==> src/ecw_defs.svh <==
/*
 * offsets, field positions, reset values and fixed codes of the
 * extended config window and error status slice.
 * assumes byte addresses within a 4 KiB configuration space.
 */
`ifndef ECW_DEFS_SVH
`define ECW_DEFS_SVH

// register byte offsets
`define ECW_OFS_PTR        12'h0F8
`define ECW_OFS_WIN        12'h0FC
`define ECW_OFS_CAP        12'h100
`define ECW_OFS_UES        12'h104

// pointer register fields
`define ECW_PTR_IDX_LSB    2
`define ECW_PTR_IDX_MSB    7
`define ECW_PTR_EXT_LSB    8
`define ECW_PTR_EXT_MSB    11
`define ECW_PTR_IDX_RST    6'h00
`define ECW_PTR_EXT_RST    4'h0

// capability header fields
`define ECW_CAP_CODE       16'h0001
`define ECW_CAP_REV        4'h1
`define ECW_CAP_NEXT_RST   12'h200
`define ECW_CAP_NEXT_LSB   20

// error status: implemented bits and their positions
`define ECW_UES_RST        32'h0000_0000
`define ECW_UES_IMPL       32'h001F_3031
`define ECW_BIT_OBSOLETE   0
`define ECW_BIT_LINK_PROTO 4
`define ECW_BIT_LINK_LOSS  5
`define ECW_BIT_POISONED   12
`define ECW_BIT_CREDIT     13
`define ECW_BIT_CPL_TO     14
`define ECW_BIT_CPL_ABORT  15
`define ECW_BIT_STRAY_CPL  16
`define ECW_BIT_RX_OVF     17
`define ECW_BIT_BAD_FMT    18
`define ECW_BIT_ECRC       19
`define ECW_BIT_UNSUP_REQ  20

`endif

==> src/ecw_pkg.sv <==
/*
 * types shared by the extended config window slice.
 * assumes ecw_defs.svh holds all numeric constants.
 */
package ecw_pkg;
   typedef logic [11:0] ecw_addr_t;
   typedef enum logic {ECW_IDLE, ECW_EXT_WAIT} ecw_state_t;
endpackage

==> src/ecw_sticky_bit.sv <==
/*
 * one write-one-to-clear sticky status bit.
 * assumes i_por_n is the synchronised power-on reset, active low.
 */
`timescale 1ns/1ps
`include "ecw_defs.svh"
module ecw_sticky_bit
(
   input  wire logic i_clk_sys,
   input  wire logic i_ce,
   input  wire logic i_por_n,
   input  wire logic i_set,
   input  wire logic i_clr,
   output logic      o_q
);
   // only power-on reset touches it; a set in the clear cycle wins
   always_ff @(posedge i_clk_sys or negedge i_por_n)
   begin
      if (!i_por_n)
         o_q <= 1'b0;
      else if (i_ce)
         o_q <= i_set | (o_q & ~i_clr);
   end
endmodule

==> src/ecw_top.sv <==
/*
 * config-space slice: indirect pointer and window, error reporting
 * capability header and sticky uncorrectable error status.
 * assumes one config requester at a time, a separate power-on reset
 * during which i_rstn is also asserted, and that the rest of config
 * space answers forwarded window accesses on the o_ext port.
 */
`timescale 1ns/1ps
`include "ecw_defs.svh"

// How it works
// - pointer bits 7:2 hold dword index
// - pointer bits 11:8 hold extended index
// - window read returns selected register value
// - window write updates selected register
// - window byte enables pass to target
// - window pointing at itself: zero, discard
// - window pointing at pointer rewrites pointer
// - SMBus window access reads zero, no effect
// - header: code 0x1, next link 0x200
// - header revision field reads one
// - bit 0 obsolete sticky one-to-clear
// - bit 4 link protocol fault
// - bit 5 surprise link loss
// - bit 12 poisoned packet received
// - bit 13 credit protocol fault
// - bit 14 completion timeout always zero
// - bit 15 completer abort always zero
// - bit 16 stray completion received
// - bit 17 receive overflow
// - bit 18 malformed packet received
// - bit 19 end-to-end CRC error
// - bit 20 unsupported request
module ecw_top
(
   input  wire logic              i_clk_sys,
   input  wire logic              i_rstn,
   input  wire logic              i_por_n,
   input  wire logic              i_ce,
   input  wire logic              i_cfg_req,
   input  wire logic              i_cfg_wr,
   input  wire logic              i_cfg_smbus,
   input  wire ecw_pkg::ecw_addr_t i_cfg_addr,
   input  wire logic [3:0]        i_cfg_be,
   input  wire logic [31:0]       i_cfg_wdata,
   input  wire logic              i_cfg_lock,
   output logic                   o_cfg_ack,
   output logic                   o_cfg_busy,
   output logic [31:0]            o_cfg_rdata,
   output logic                   o_ext_req,
   output logic                   o_ext_wr,
   output ecw_pkg::ecw_addr_t     o_ext_addr,
   output logic [3:0]             o_ext_be,
   output logic [31:0]            o_ext_wdata,
   input  wire logic              i_ext_ack,
   input  wire logic [31:0]       i_ext_rdata,
   input  wire logic              i_link_protocol_fault,
   input  wire logic              i_surprise_link_loss,
   input  wire logic              i_poisoned_tlp,
   input  wire logic              i_credit_protocol_fault,
   input  wire logic              i_stray_completion,
   input  wire logic              i_rx_overflow,
   input  wire logic              i_bad_format,
   input  wire logic              i_ecrc_error,
   input  wire logic              i_unsupported_request
);
   import ecw_pkg::*;

   localparam logic [31:0] UES_IMPL = `ECW_UES_IMPL;

   logic [1:0]  rst_sync_q;
   logic [1:0]  por_sync_q;
   logic        rst_n;
   logic        por_n;
   ecw_state_t  st_q;
   logic [5:0]  ptr_idx_q;
   logic [3:0]  ptr_ext_q;
   logic [11:0] cap_next_q;
   logic        ext_wr_q;
   logic [31:0] ues_q;
   logic [31:0] ues_set;

   // reset release through two flops; async assert, clocked release
   always_ff @(posedge i_clk_sys or negedge i_rstn)
   begin
      if (!i_rstn)
         rst_sync_q <= 2'h0;
      else if (i_ce)
         rst_sync_q <= {rst_sync_q[0], 1'b1};
   end

   // power-on reset gets its own release pair for the sticky bits
   always_ff @(posedge i_clk_sys or negedge i_por_n)
   begin
      if (!i_por_n)
         por_sync_q <= 2'h0;
      else if (i_ce)
         por_sync_q <= {por_sync_q[0], 1'b1};
   end

   assign rst_n = rst_sync_q[1];
   assign por_n = por_sync_q[1];

   // request decode; the window is only a window for non-SMBus callers
   wire       acc      = i_ce & i_cfg_req & (st_q == ECW_IDLE);
   wire       dir_win  = ({i_cfg_addr[11:2], 2'h0} == `ECW_OFS_WIN);
   wire       is_ind   = dir_win & ~i_cfg_smbus;
   wire [11:0] ptr_addr = {ptr_ext_q, ptr_idx_q, 2'h0};
   wire [11:0] tgt      = is_ind ? ptr_addr : {i_cfg_addr[11:2], 2'h0};
   wire       null_acc = dir_win & (i_cfg_smbus | (ptr_addr == `ECW_OFS_WIN));
   wire       hit_ptr  = ~null_acc & (tgt == `ECW_OFS_PTR);
   wire       hit_cap  = ~null_acc & (tgt == `ECW_OFS_CAP);
   wire       hit_ues  = ~null_acc & (tgt == `ECW_OFS_UES);
   wire       is_local = hit_ptr | hit_cap | hit_ues;
   wire       go_ext   = acc & is_ind & ~null_acc & ~is_local;
   wire       wr_en    = acc & i_cfg_wr;

   // register images; unused and reserved bits are constant zero
   wire [31:0] rd_ptr = {20'h0, ptr_ext_q, ptr_idx_q, 2'h0};
   wire [31:0] rd_cap = {cap_next_q, `ECW_CAP_REV, `ECW_CAP_CODE};
   wire [31:0] rd_loc = hit_ptr ? rd_ptr :
                        hit_cap ? rd_cap :
                        hit_ues ? ues_q  : 32'h0000_0000;

   // pointer fields, written directly or through the window onto itself
   always_ff @(posedge i_clk_sys or negedge rst_n)
   begin
      if (!rst_n)
      begin
         ptr_idx_q <= `ECW_PTR_IDX_RST;
         ptr_ext_q <= `ECW_PTR_EXT_RST;
      end
      else if (i_ce && wr_en && hit_ptr)
      begin
         if (i_cfg_be[0])
            ptr_idx_q <= i_cfg_wdata[`ECW_PTR_IDX_MSB:`ECW_PTR_IDX_LSB];
         if (i_cfg_be[1])
            ptr_ext_q <= i_cfg_wdata[`ECW_PTR_EXT_MSB:`ECW_PTR_EXT_LSB];
      end
   end

   // next link is writable only while the config lock is open
   always_ff @(posedge i_clk_sys or negedge rst_n)
   begin
      if (!rst_n)
         cap_next_q <= `ECW_CAP_NEXT_RST;
      else if (i_ce && wr_en && hit_cap && !i_cfg_lock)
      begin
         if (i_cfg_be[2])
            cap_next_q[3:0] <= i_cfg_wdata[23:20];
         if (i_cfg_be[3])
            cap_next_q[11:4] <= i_cfg_wdata[31:24];
      end
   end

   // event inputs onto status positions; bit 0 has no source
   always_comb
   begin
      ues_set                      = 32'h0000_0000;
      ues_set[`ECW_BIT_LINK_PROTO] = i_link_protocol_fault;
      ues_set[`ECW_BIT_LINK_LOSS]  = i_surprise_link_loss;
      ues_set[`ECW_BIT_POISONED]   = i_poisoned_tlp;
      ues_set[`ECW_BIT_CREDIT]     = i_credit_protocol_fault;
      ues_set[`ECW_BIT_STRAY_CPL]  = i_stray_completion;
      ues_set[`ECW_BIT_RX_OVF]     = i_rx_overflow;
      ues_set[`ECW_BIT_BAD_FMT]    = i_bad_format;
      ues_set[`ECW_BIT_ECRC]       = i_ecrc_error;
      ues_set[`ECW_BIT_UNSUP_REQ]  = i_unsupported_request;
   end

   // one sticky cell per implemented bit, the rest tie to zero
   genvar gi;
   generate
      for (gi = 0; gi < 32; gi = gi + 1)
      begin : g_ues
         if (UES_IMPL[gi])
         begin : g_cell
            wire clr = wr_en & hit_ues & i_cfg_be[gi/8] & i_cfg_wdata[gi];
            ecw_sticky_bit u_bit
            (
               .i_clk_sys (i_clk_sys),
               .i_ce      (i_ce),
               .i_por_n   (por_n),
               .i_set     (ues_set[gi]),
               .i_clr     (clr),
               .o_q       (ues_q[gi])
            );
         end
         else
         begin : g_zero
            assign ues_q[gi] = 1'b0;
         end
      end
   endgenerate

   // access sequencer: local answers next cycle, forwarded ones wait
   always_ff @(posedge i_clk_sys or negedge rst_n)
   begin
      if (!rst_n)
      begin
         st_q        <= ECW_IDLE;
         o_cfg_ack   <= 1'b0;
         o_cfg_busy  <= 1'b0;
         o_cfg_rdata <= 32'h0000_0000;
         o_ext_req   <= 1'b0;
         ext_wr_q    <= 1'b0;
         o_ext_addr  <= 12'h000;
         o_ext_be    <= 4'h0;
         o_ext_wdata <= 32'h0000_0000;
      end
      else if (i_ce)
      begin
         o_cfg_ack <= 1'b0;
         o_ext_req <= 1'b0;
         case (st_q)
            ECW_IDLE:
            begin
               if (go_ext)
               begin
                  st_q        <= ECW_EXT_WAIT;
                  o_cfg_busy  <= 1'b1;
                  o_ext_req   <= 1'b1;
                  ext_wr_q    <= i_cfg_wr;
                  o_ext_addr  <= ptr_addr;
                  o_ext_be    <= i_cfg_be;
                  o_ext_wdata <= i_cfg_wdata;
               end
               else if (acc)
               begin
                  o_cfg_ack   <= 1'b1;
                  o_cfg_rdata <= i_cfg_wr ? 32'h0000_0000 : rd_loc;
               end
            end
            ECW_EXT_WAIT:
            begin
               if (i_ext_ack)
               begin
                  st_q        <= ECW_IDLE;
                  o_cfg_busy  <= 1'b0;
                  o_cfg_ack   <= 1'b1;
                  o_cfg_rdata <= ext_wr_q ? 32'h0000_0000 : i_ext_rdata;
               end
            end
            default:
               st_q <= ECW_IDLE;
         endcase
      end
   end

   assign o_ext_wr = ext_wr_q;
endmodule
==> config.mk <==
export PLATFORM = sky130hd
export DESIGN_NAME = ecw_top
export DESIGN_NICKNAME = d
export VERILOG_FILES = /design/src/ecw_pkg.sv /design/src/ecw_sticky_bit.sv /design/src/ecw_top.sv
export VERILOG_INCLUDE_DIRS = /design/src /design/src/src
export SDC_FILE = /design/constraint.sdc
export NUM_CORES = 1
export LEC_CHECK = 0
export ABC_AREA = 0
export BUFFER_PORTS_ARGS = -buffer_cell sky130_fd_sc_hd__buf_2
export CORE_UTILIZATION = 32
export DETAILED_ROUTE_END_ITERATION = 16
export PLACE_DENSITY_LB_ADDON = 0.1
export REMOVE_ABC_BUFFERS = 1
export SLEW_MARGIN = 40
export SYNTH_ARGS = -nofsm -noshare
export SYNTH_HDL_FRONTEND = slang
export SYNTH_HIERARCHICAL = 1
export SYNTH_SLANG_ARGS = --single-unit
==> constraint.sdc <==
create_clock -name i_clk_sys -period 4.3 [get_ports i_clk_sys]
set_clock_uncertainty 0.1 [all_clocks]
set_input_delay 0.215 -clock i_clk_sys [delete_from_list [all_inputs] [get_ports i_clk_sys]]
set_output_delay 0.215 -clock i_clk_sys [all_outputs]
set_load 0.05 [all_outputs]
* Yosys cells after proc, flatten, opt, wreduce, memory -nomap -nowiden *
Index checks and enable logic that the tools add are counted.

storage, ports and cells
  word-level logic and storage cells = 128
  input port bits = 98
  bits in registers = 119
  output and inout port bits = 84

operators by class
  bitwise gates (word level) = 61
  mux-type cells = 21
  eq/ne operators = 9
  reduce and logical (&&, ||, !) cells = 12

operators with widths
  operator                                                          count
  32-bit 2-to-1 mux                                                 7
  32-bit one-hot mux with 2 select lines                            1
  1-bit AND                                                         35
  12-bit by 9-bit == test with 1-bit output, second input constant  2
  21-bit 2-to-1 mux                                                 1
  10-bit by 6-bit == test with 1-bit output, second input constant  2
  1-bit NOT                                                         14
  12-bit by 8-bit == test with 1-bit output, second input constant  1
  12-bit 2-to-1 mux                                                 1
  1-bit OR                                                          12
  1-bit 2-to-1 mux                                                  8
  2-bit != test, second input constant                              4
  2-bit AND reduction                                               4
  1-bit one-hot mux with 2 select lines                             3
  3-bit AND reduction                                               2
  1-bit logical AND                                                 4
  4-bit AND reduction                                               1
  1-bit logical NOT                                                 1

* Longest topological paths before layout *
  depth in word-level cells = 12
  depth in mapped cells = 9
  gate-level depth less buffers = 8

* Modules after synthesis *
Netlist, hierarchy kept.

by module, submodules not included
  module          cells an instance  times used  area an instance (um^2)  seq. area each (um^2)
  ecw_top         355                1           5051.1                   2728.9
  ecw_sticky_bit  3                  10          37.5                     25.0

* Least setup slack after synthesis *
No wires, ideal clock.

  path kind = register -> register
  from = reg, netlist name rst_sync_q[1]
  to = reg rst_sync_q[1]
  path slack = 1.103 ns
  path buffers = 0
  arrival time = 3.015 ns
  setup time = 0.082 ns
  cell stages (with the launch flop) = 2
  required time = 4.118 ns
  period minus slack after synthesis = 3.197 ns
  cell sequence = dfrtp_1 -> mux2_2

RTL lines
  what                  line           source
  to (signal assigned)  ecw_top.sv:89  rst_sync_q <= {rst_sync_q[0], 1'b1};
  to (decl)             ecw_top.sv:71  logic [1:0] rst_sync_q;

* Worst setup path in the final report *
  from = reg ptr_idx_q[0]
  to = reg o_cfg_rdata[2]

between the ends
  cells in the longest elaborated chain, start to end = 11
  elaborated cells on any way between the ends = 24
  those cells by class = 5 x eq/ne; 7 x mux; 11 x bitwise; 1 x reduce/logical

ends and longest elaborated chain
  what                                                                           line                            source
  from (decl)                                                                    ecw_top.sv:76                   logic [5:0] ptr_idx_q;
  from (signal assigned)                                                         ecw_top.sv:130                  ptr_idx_q <= `ECW_PTR_IDX_RST;
  from (signal assigned)                                                         ecw_top.sv:136                  ptr_idx_q <= i_cfg_wdata[`ECW_PTR_IDX_MSB:`ECW_PTR_IDX_LSB];
  10-bit by 6-bit == test with 1-bit output (no source line)                     --
  1-bit OR                                                                       ecw_top.sv:110                  wire null_acc = dir_win & (i_cfg_smbus | (ptr_addr == `ECW_OFS_WIN));
  1-bit AND                                                                      ecw_top.sv:110
  1-bit NOT                                                                      --
  1-bit AND (on tied branches)                                                   ecw_top.sv:112, ecw_top.sv:111
  32-bit 2-to-1 mux or 1-bit OR (tied branches)                                  ecw_top.sv:122, ecw_top.sv:114
  32-bit 2-to-1 mux or 1-bit OR (tied branches)                                  ecw_top.sv:121, ecw_top.sv:114
  32-bit 2-to-1 mux or 1-bit NOT (tied branches)                                 ecw_top.sv:231, ecw_top.sv:115
  32-bit 2-to-1 mux or 1-bit AND (tied branches)                                 ecw_top.sv:228, ecw_top.sv:115
  32-bit 2-to-1 mux or 2-bit != test (tied branches)                             --
  32-bit one-hot mux with 2 select lines or 4-bit AND reduction (tied branches)  --
  to (signal assigned)                                                           ecw_top.sv:231                  o_cfg_rdata <= i_cfg_wr ? 32'h0000_0000 : rd_loc;
  to (signal assigned)                                                           ecw_top.sv:241                  o_cfg_rdata <= ext_wr_q ? 32'h0000_0000 : i_ext_rdata;
  to (decl)                                                                      ecw_top.sv:49                   output logic [31:0] o_cfg_rdata,

Parallel ways exist; a longest one is shown, timed or not. The select of a mux whose other input is x is not followed.
A chain may end at the register's enable or synchronous reset.

==> metrics.yaml <==
routing:
  drt-initial-drc-count: 171
  ant_nets: 0
  drt_first_pass_iters: 4
  post-route-drc-count: 0
  routed_wirelength_mm: 14.7
  via_per_inst: 4.72
  dr_total_vias: 4063
  wl_per_cell_um: 17.1
die:
  die-area_um2: 17500
  pin_count: 182
  start_util_pct: 32.7
  core_um2: 16600
  die_h_um: 132
  die_width_um: 132
  std_cell_rows: 47
cells_and_area:
  fill_cells: 1591
  layout.nets: 726
  antenna_cells: 0
  layout-drive-gt1-share_pct: 52.0
  finalNonFillerCells: 860
  area_growth_pct: 42.4
setup_path:
  start_kind: "register"
  worstRegToRegCells: 8
  critPathCaptureType: "register"
  worstPathArrival_ns: 3.86
  crit_required_ns: 4.49
  critPathKind: "register to register"
  worst-path-max-fanout: 18
timing:
  setup_viol: 0
  fmax_mhz: 273
  slew_headroom_pct: 46.4
  rsz0062_at_grt: "no"
  min_period_over_period_pct: 85.3
  fin_crit_ns: 3.67
  hold_viol_final: 0
  final_max_slew_viol_count: 0
  tightest_slew_ns: 0.795
  finalSetupTns_ns: 0
synthesis:
  synth_top_family_by_area: "multiplexers"
  syn_inst: 385
  synthArstFlopShare_pct: 100
  synth_top_area_cell: "dfrtp_1"
  synth_commonest_cells: "118 x dfrtp_1, 73 x mux2_2, 34 x a22o_1"
  avgSynthCellArea_um2: 14.1
  yosysTopAreaCellShare_pct: 54.4
  synth-seq-area-share_pct: 54.9
  synth_edf_count: 0
  synth.area.mux_share_pct: 23.2
  ys_warn_count: 6
  syn_area_um2: 5430
  synthTopCellsByArea: "dfrtp_1 54%, mux2_2 15%, mux2_4 7.5%, a22o_1 5.5%, buf_6 1.7%"
  synth-xor-area-share_pct: 0
  yosys.cell_types.count: 48
  yosysMostFrequentCell: "dfrtp_1"
  ys_ff_latch: 119
  yosys.area_share.simple_pct: 9.91
  synthAdderAreaFrac_pct: 0
  synth_compound_gate_area_share_pct: 9.15
  synth_ff_type: "dfrtp_1"
hold_path:
  min_path_type: "primary input to async pin"
job:
  maxCapViolations: 0
placed_design:
  dp_hpwl_mm: 10.3
  gp_congestion: 0.849
  io_buffers: 177
  dp.cells: 777
global_route:
  grt_pass1_vias: 4224
  grt_max_degree: 61
  antenna_found_initial: 0
  grt_util_all_layers_pct: 17.4
  gr-total-overflow: 0
  grt_pass1_wl_mm: 23.2
clock_network:
  clockRootBuffer: "clkbuf_16"
  numCtsBuffers: 17
  cts_repair_resize_count: 0
  cts_setup_buffers: 0
  clock_path_buffers: 2
  clock-sinks: 119
  clk_pin_slew_ns: 0.06
  htreeDepth: 4
  cts_tree: "done"
  clk_latency_ns: 0.41
pwr:
  irDropWorstVdd_mv: 0.246
  p_per_area_nw_per_um2: 356
  leakage_nw: 4.06
run_status:
  status: "complete, no violations"
cell usage in the layout (no fill, tap or decap), types with 2 or more instances in the layout:
cell | Yosys | final
buf_2 | 1 | 177
inv_1 | 5 | 5
nand3_1 | 4 | 4
a221o_1 | 5 | 5
nor2_1 | 7 | 7
conb_1 | 1 | 3
clkbuf_16 | 0 | 17
and3_1 | 5 | 5
a21oi_1 | 2 | 2
or3_1 | 4 | 4
mux2i_1 | 3 | 3
dfrtp_1 | 118 | 117
bufinv_16 | 0 | 4
mux2_2 | 73 | 73
a21o_1 | 3 | 3
buf_12 | 0 | 2
nor4_1 | 2 | 2
or4_1 | 2 | 2
nand4_1 | 2 | 2
and2_1 | 12 | 12
o41ai_1 | 3 | 3
clkbuf_1 | 5 | 5
nand2_1 | 21 | 21
o21ai_0 | 2 | 2
or2_2 | 4 | 4
dlygate4sd3_1 | 0 | 51
a22o_1 | 34 | 34
clkinvlp_4 | 0 | 3
nor3_1 | 5 | 5
buf_4 | 2 | 8
mux2_4 | 27 | 27
nor3_4 | 2 | 2
o31ai_1 | 2 | 2
worst max-delay path, stage by stage, from the launching register on:
cell and delay, ns:
dfrtp_1 0.43, nor3b_2 0.26, or4b_1 0.51, a211oi_2 0.35, nor3_2 0.15, o31ai_4 0.63, buf_4 0.32, buf_4 0.40
mux2_2 0.38
cells by family after synthesis:
kind of cell	after synthesis
buffers and inverters	22
other	1
AOI/OAI and AO/OA	57
DFF	119
muxes	103
and+or+nand+nor	83
metal layers:
layer / up-vias / part of all wire [%] / global-route usage, %
met5: - / 0 / 0
met4: 0 / 1.0 / 4.98
met3: 13 / 6.0 / 5.07
met2: 127 / 48 / 28.7
met1: 2008 / 45 / 22.2
li1: 1915 / - / -
sequential cells by signal, summed over array words and instances (netlist names):
| register | flops |
|---|---|
| o_ext_be | 4 |
| g_ues.g_cell.u_bit/o_q | 10 |
| o_cfg_busy | 1 |
| st_q | 1 |
| o_cfg_rdata | 32 |
| o_ext_wdata | 32 |
| o_ext_wr | 1 |
| ptr_ext_q | 4 |
| o_ext_req | 1 |
| o_cfg_ack | 1 |
| o_ext_addr | 10 |
| por_sync_q | 2 |
| ptr_idx_q | 6 |
| cap_next_q | 12 |
| rst_sync_q | 2 |
layout make-up:
class	count	area, um2	share of cell area [%]
flip-flops and latches	119	2980	38.6
multi-input cells	246	2320	30.0
repair buffers	239	1520	19.7
clock buffers	23	458	5.93
well taps	220	275	3.56
clock inverters	8	148	1.91
inverters	5	18.8	0.243
final timing paths:
kind                                                start                                    end  slack (ns)
worst max-delay path             ptr_idx_q[0]$_DFFE_PN0P_             o_cfg_rdata[2]$_DFFE_PN0P_        0.63
worst min-delay path                               i_rstn              rst_sync_q[0]$_DFFE_PN0P_        0.02
worst max register to register   ptr_idx_q[0]$_DFFE_PN0P_             o_cfg_rdata[2]$_DFFE_PN0P_        0.63
worst min register to register  por_sync_q[1]$_DFFE_PN0P_  g_ues[0].g_cell.u_bit/o_q$_DFFE_PN0P_        0.11
max in group asynchronous       rst_sync_q[1]$_DFFE_PN0P_             o_ext_wdata[0]$_DFFE_PN0P_        2.76
min in group i_clk_sys                        i_cfg_be[1]                o_ext_be[1]$_DFFE_PN0P_        0.03
stage by stage:
step / worst slack, ns / hold slack, ns / area, um2 / util, % / power [mW]
6_report: 0.632 / 0.0249 / 7730 / 46.6 / 2.75
2_1_floorplan: 0.804 / -0.181 / 5300 / - / 1.19
5_1_grt: 0.408 / 0.0127 / 7730 / 46.6 / 2.85
3_3_place_gp: 0.515 / -0.100 / 6560 / 39.5 / 1.26
3_5_place_dp: 0.603 / -0.0984 / 6590 / 39.7 / 1.26
4_1_cts: 0.589 / 0.000647 / 7700 / 46.4 / 2.78
power by group:
part           internal, mW  switching [mW]  leakage [nW]
registers              1.13         0.00173          1.58
clock network         0.981           0.492         0.283
logic                0.0798          0.0723          2.19
total                  2.19           0.566          4.06
repair_timing:
item / 4_1_cts / 5_1_grt
setup endpoints to repair: 0 / 0
hold endpoints to repair: 74 / 1
hold buffers: 50 / 1
No activity file was read; power rests on OpenSTA's default activity.
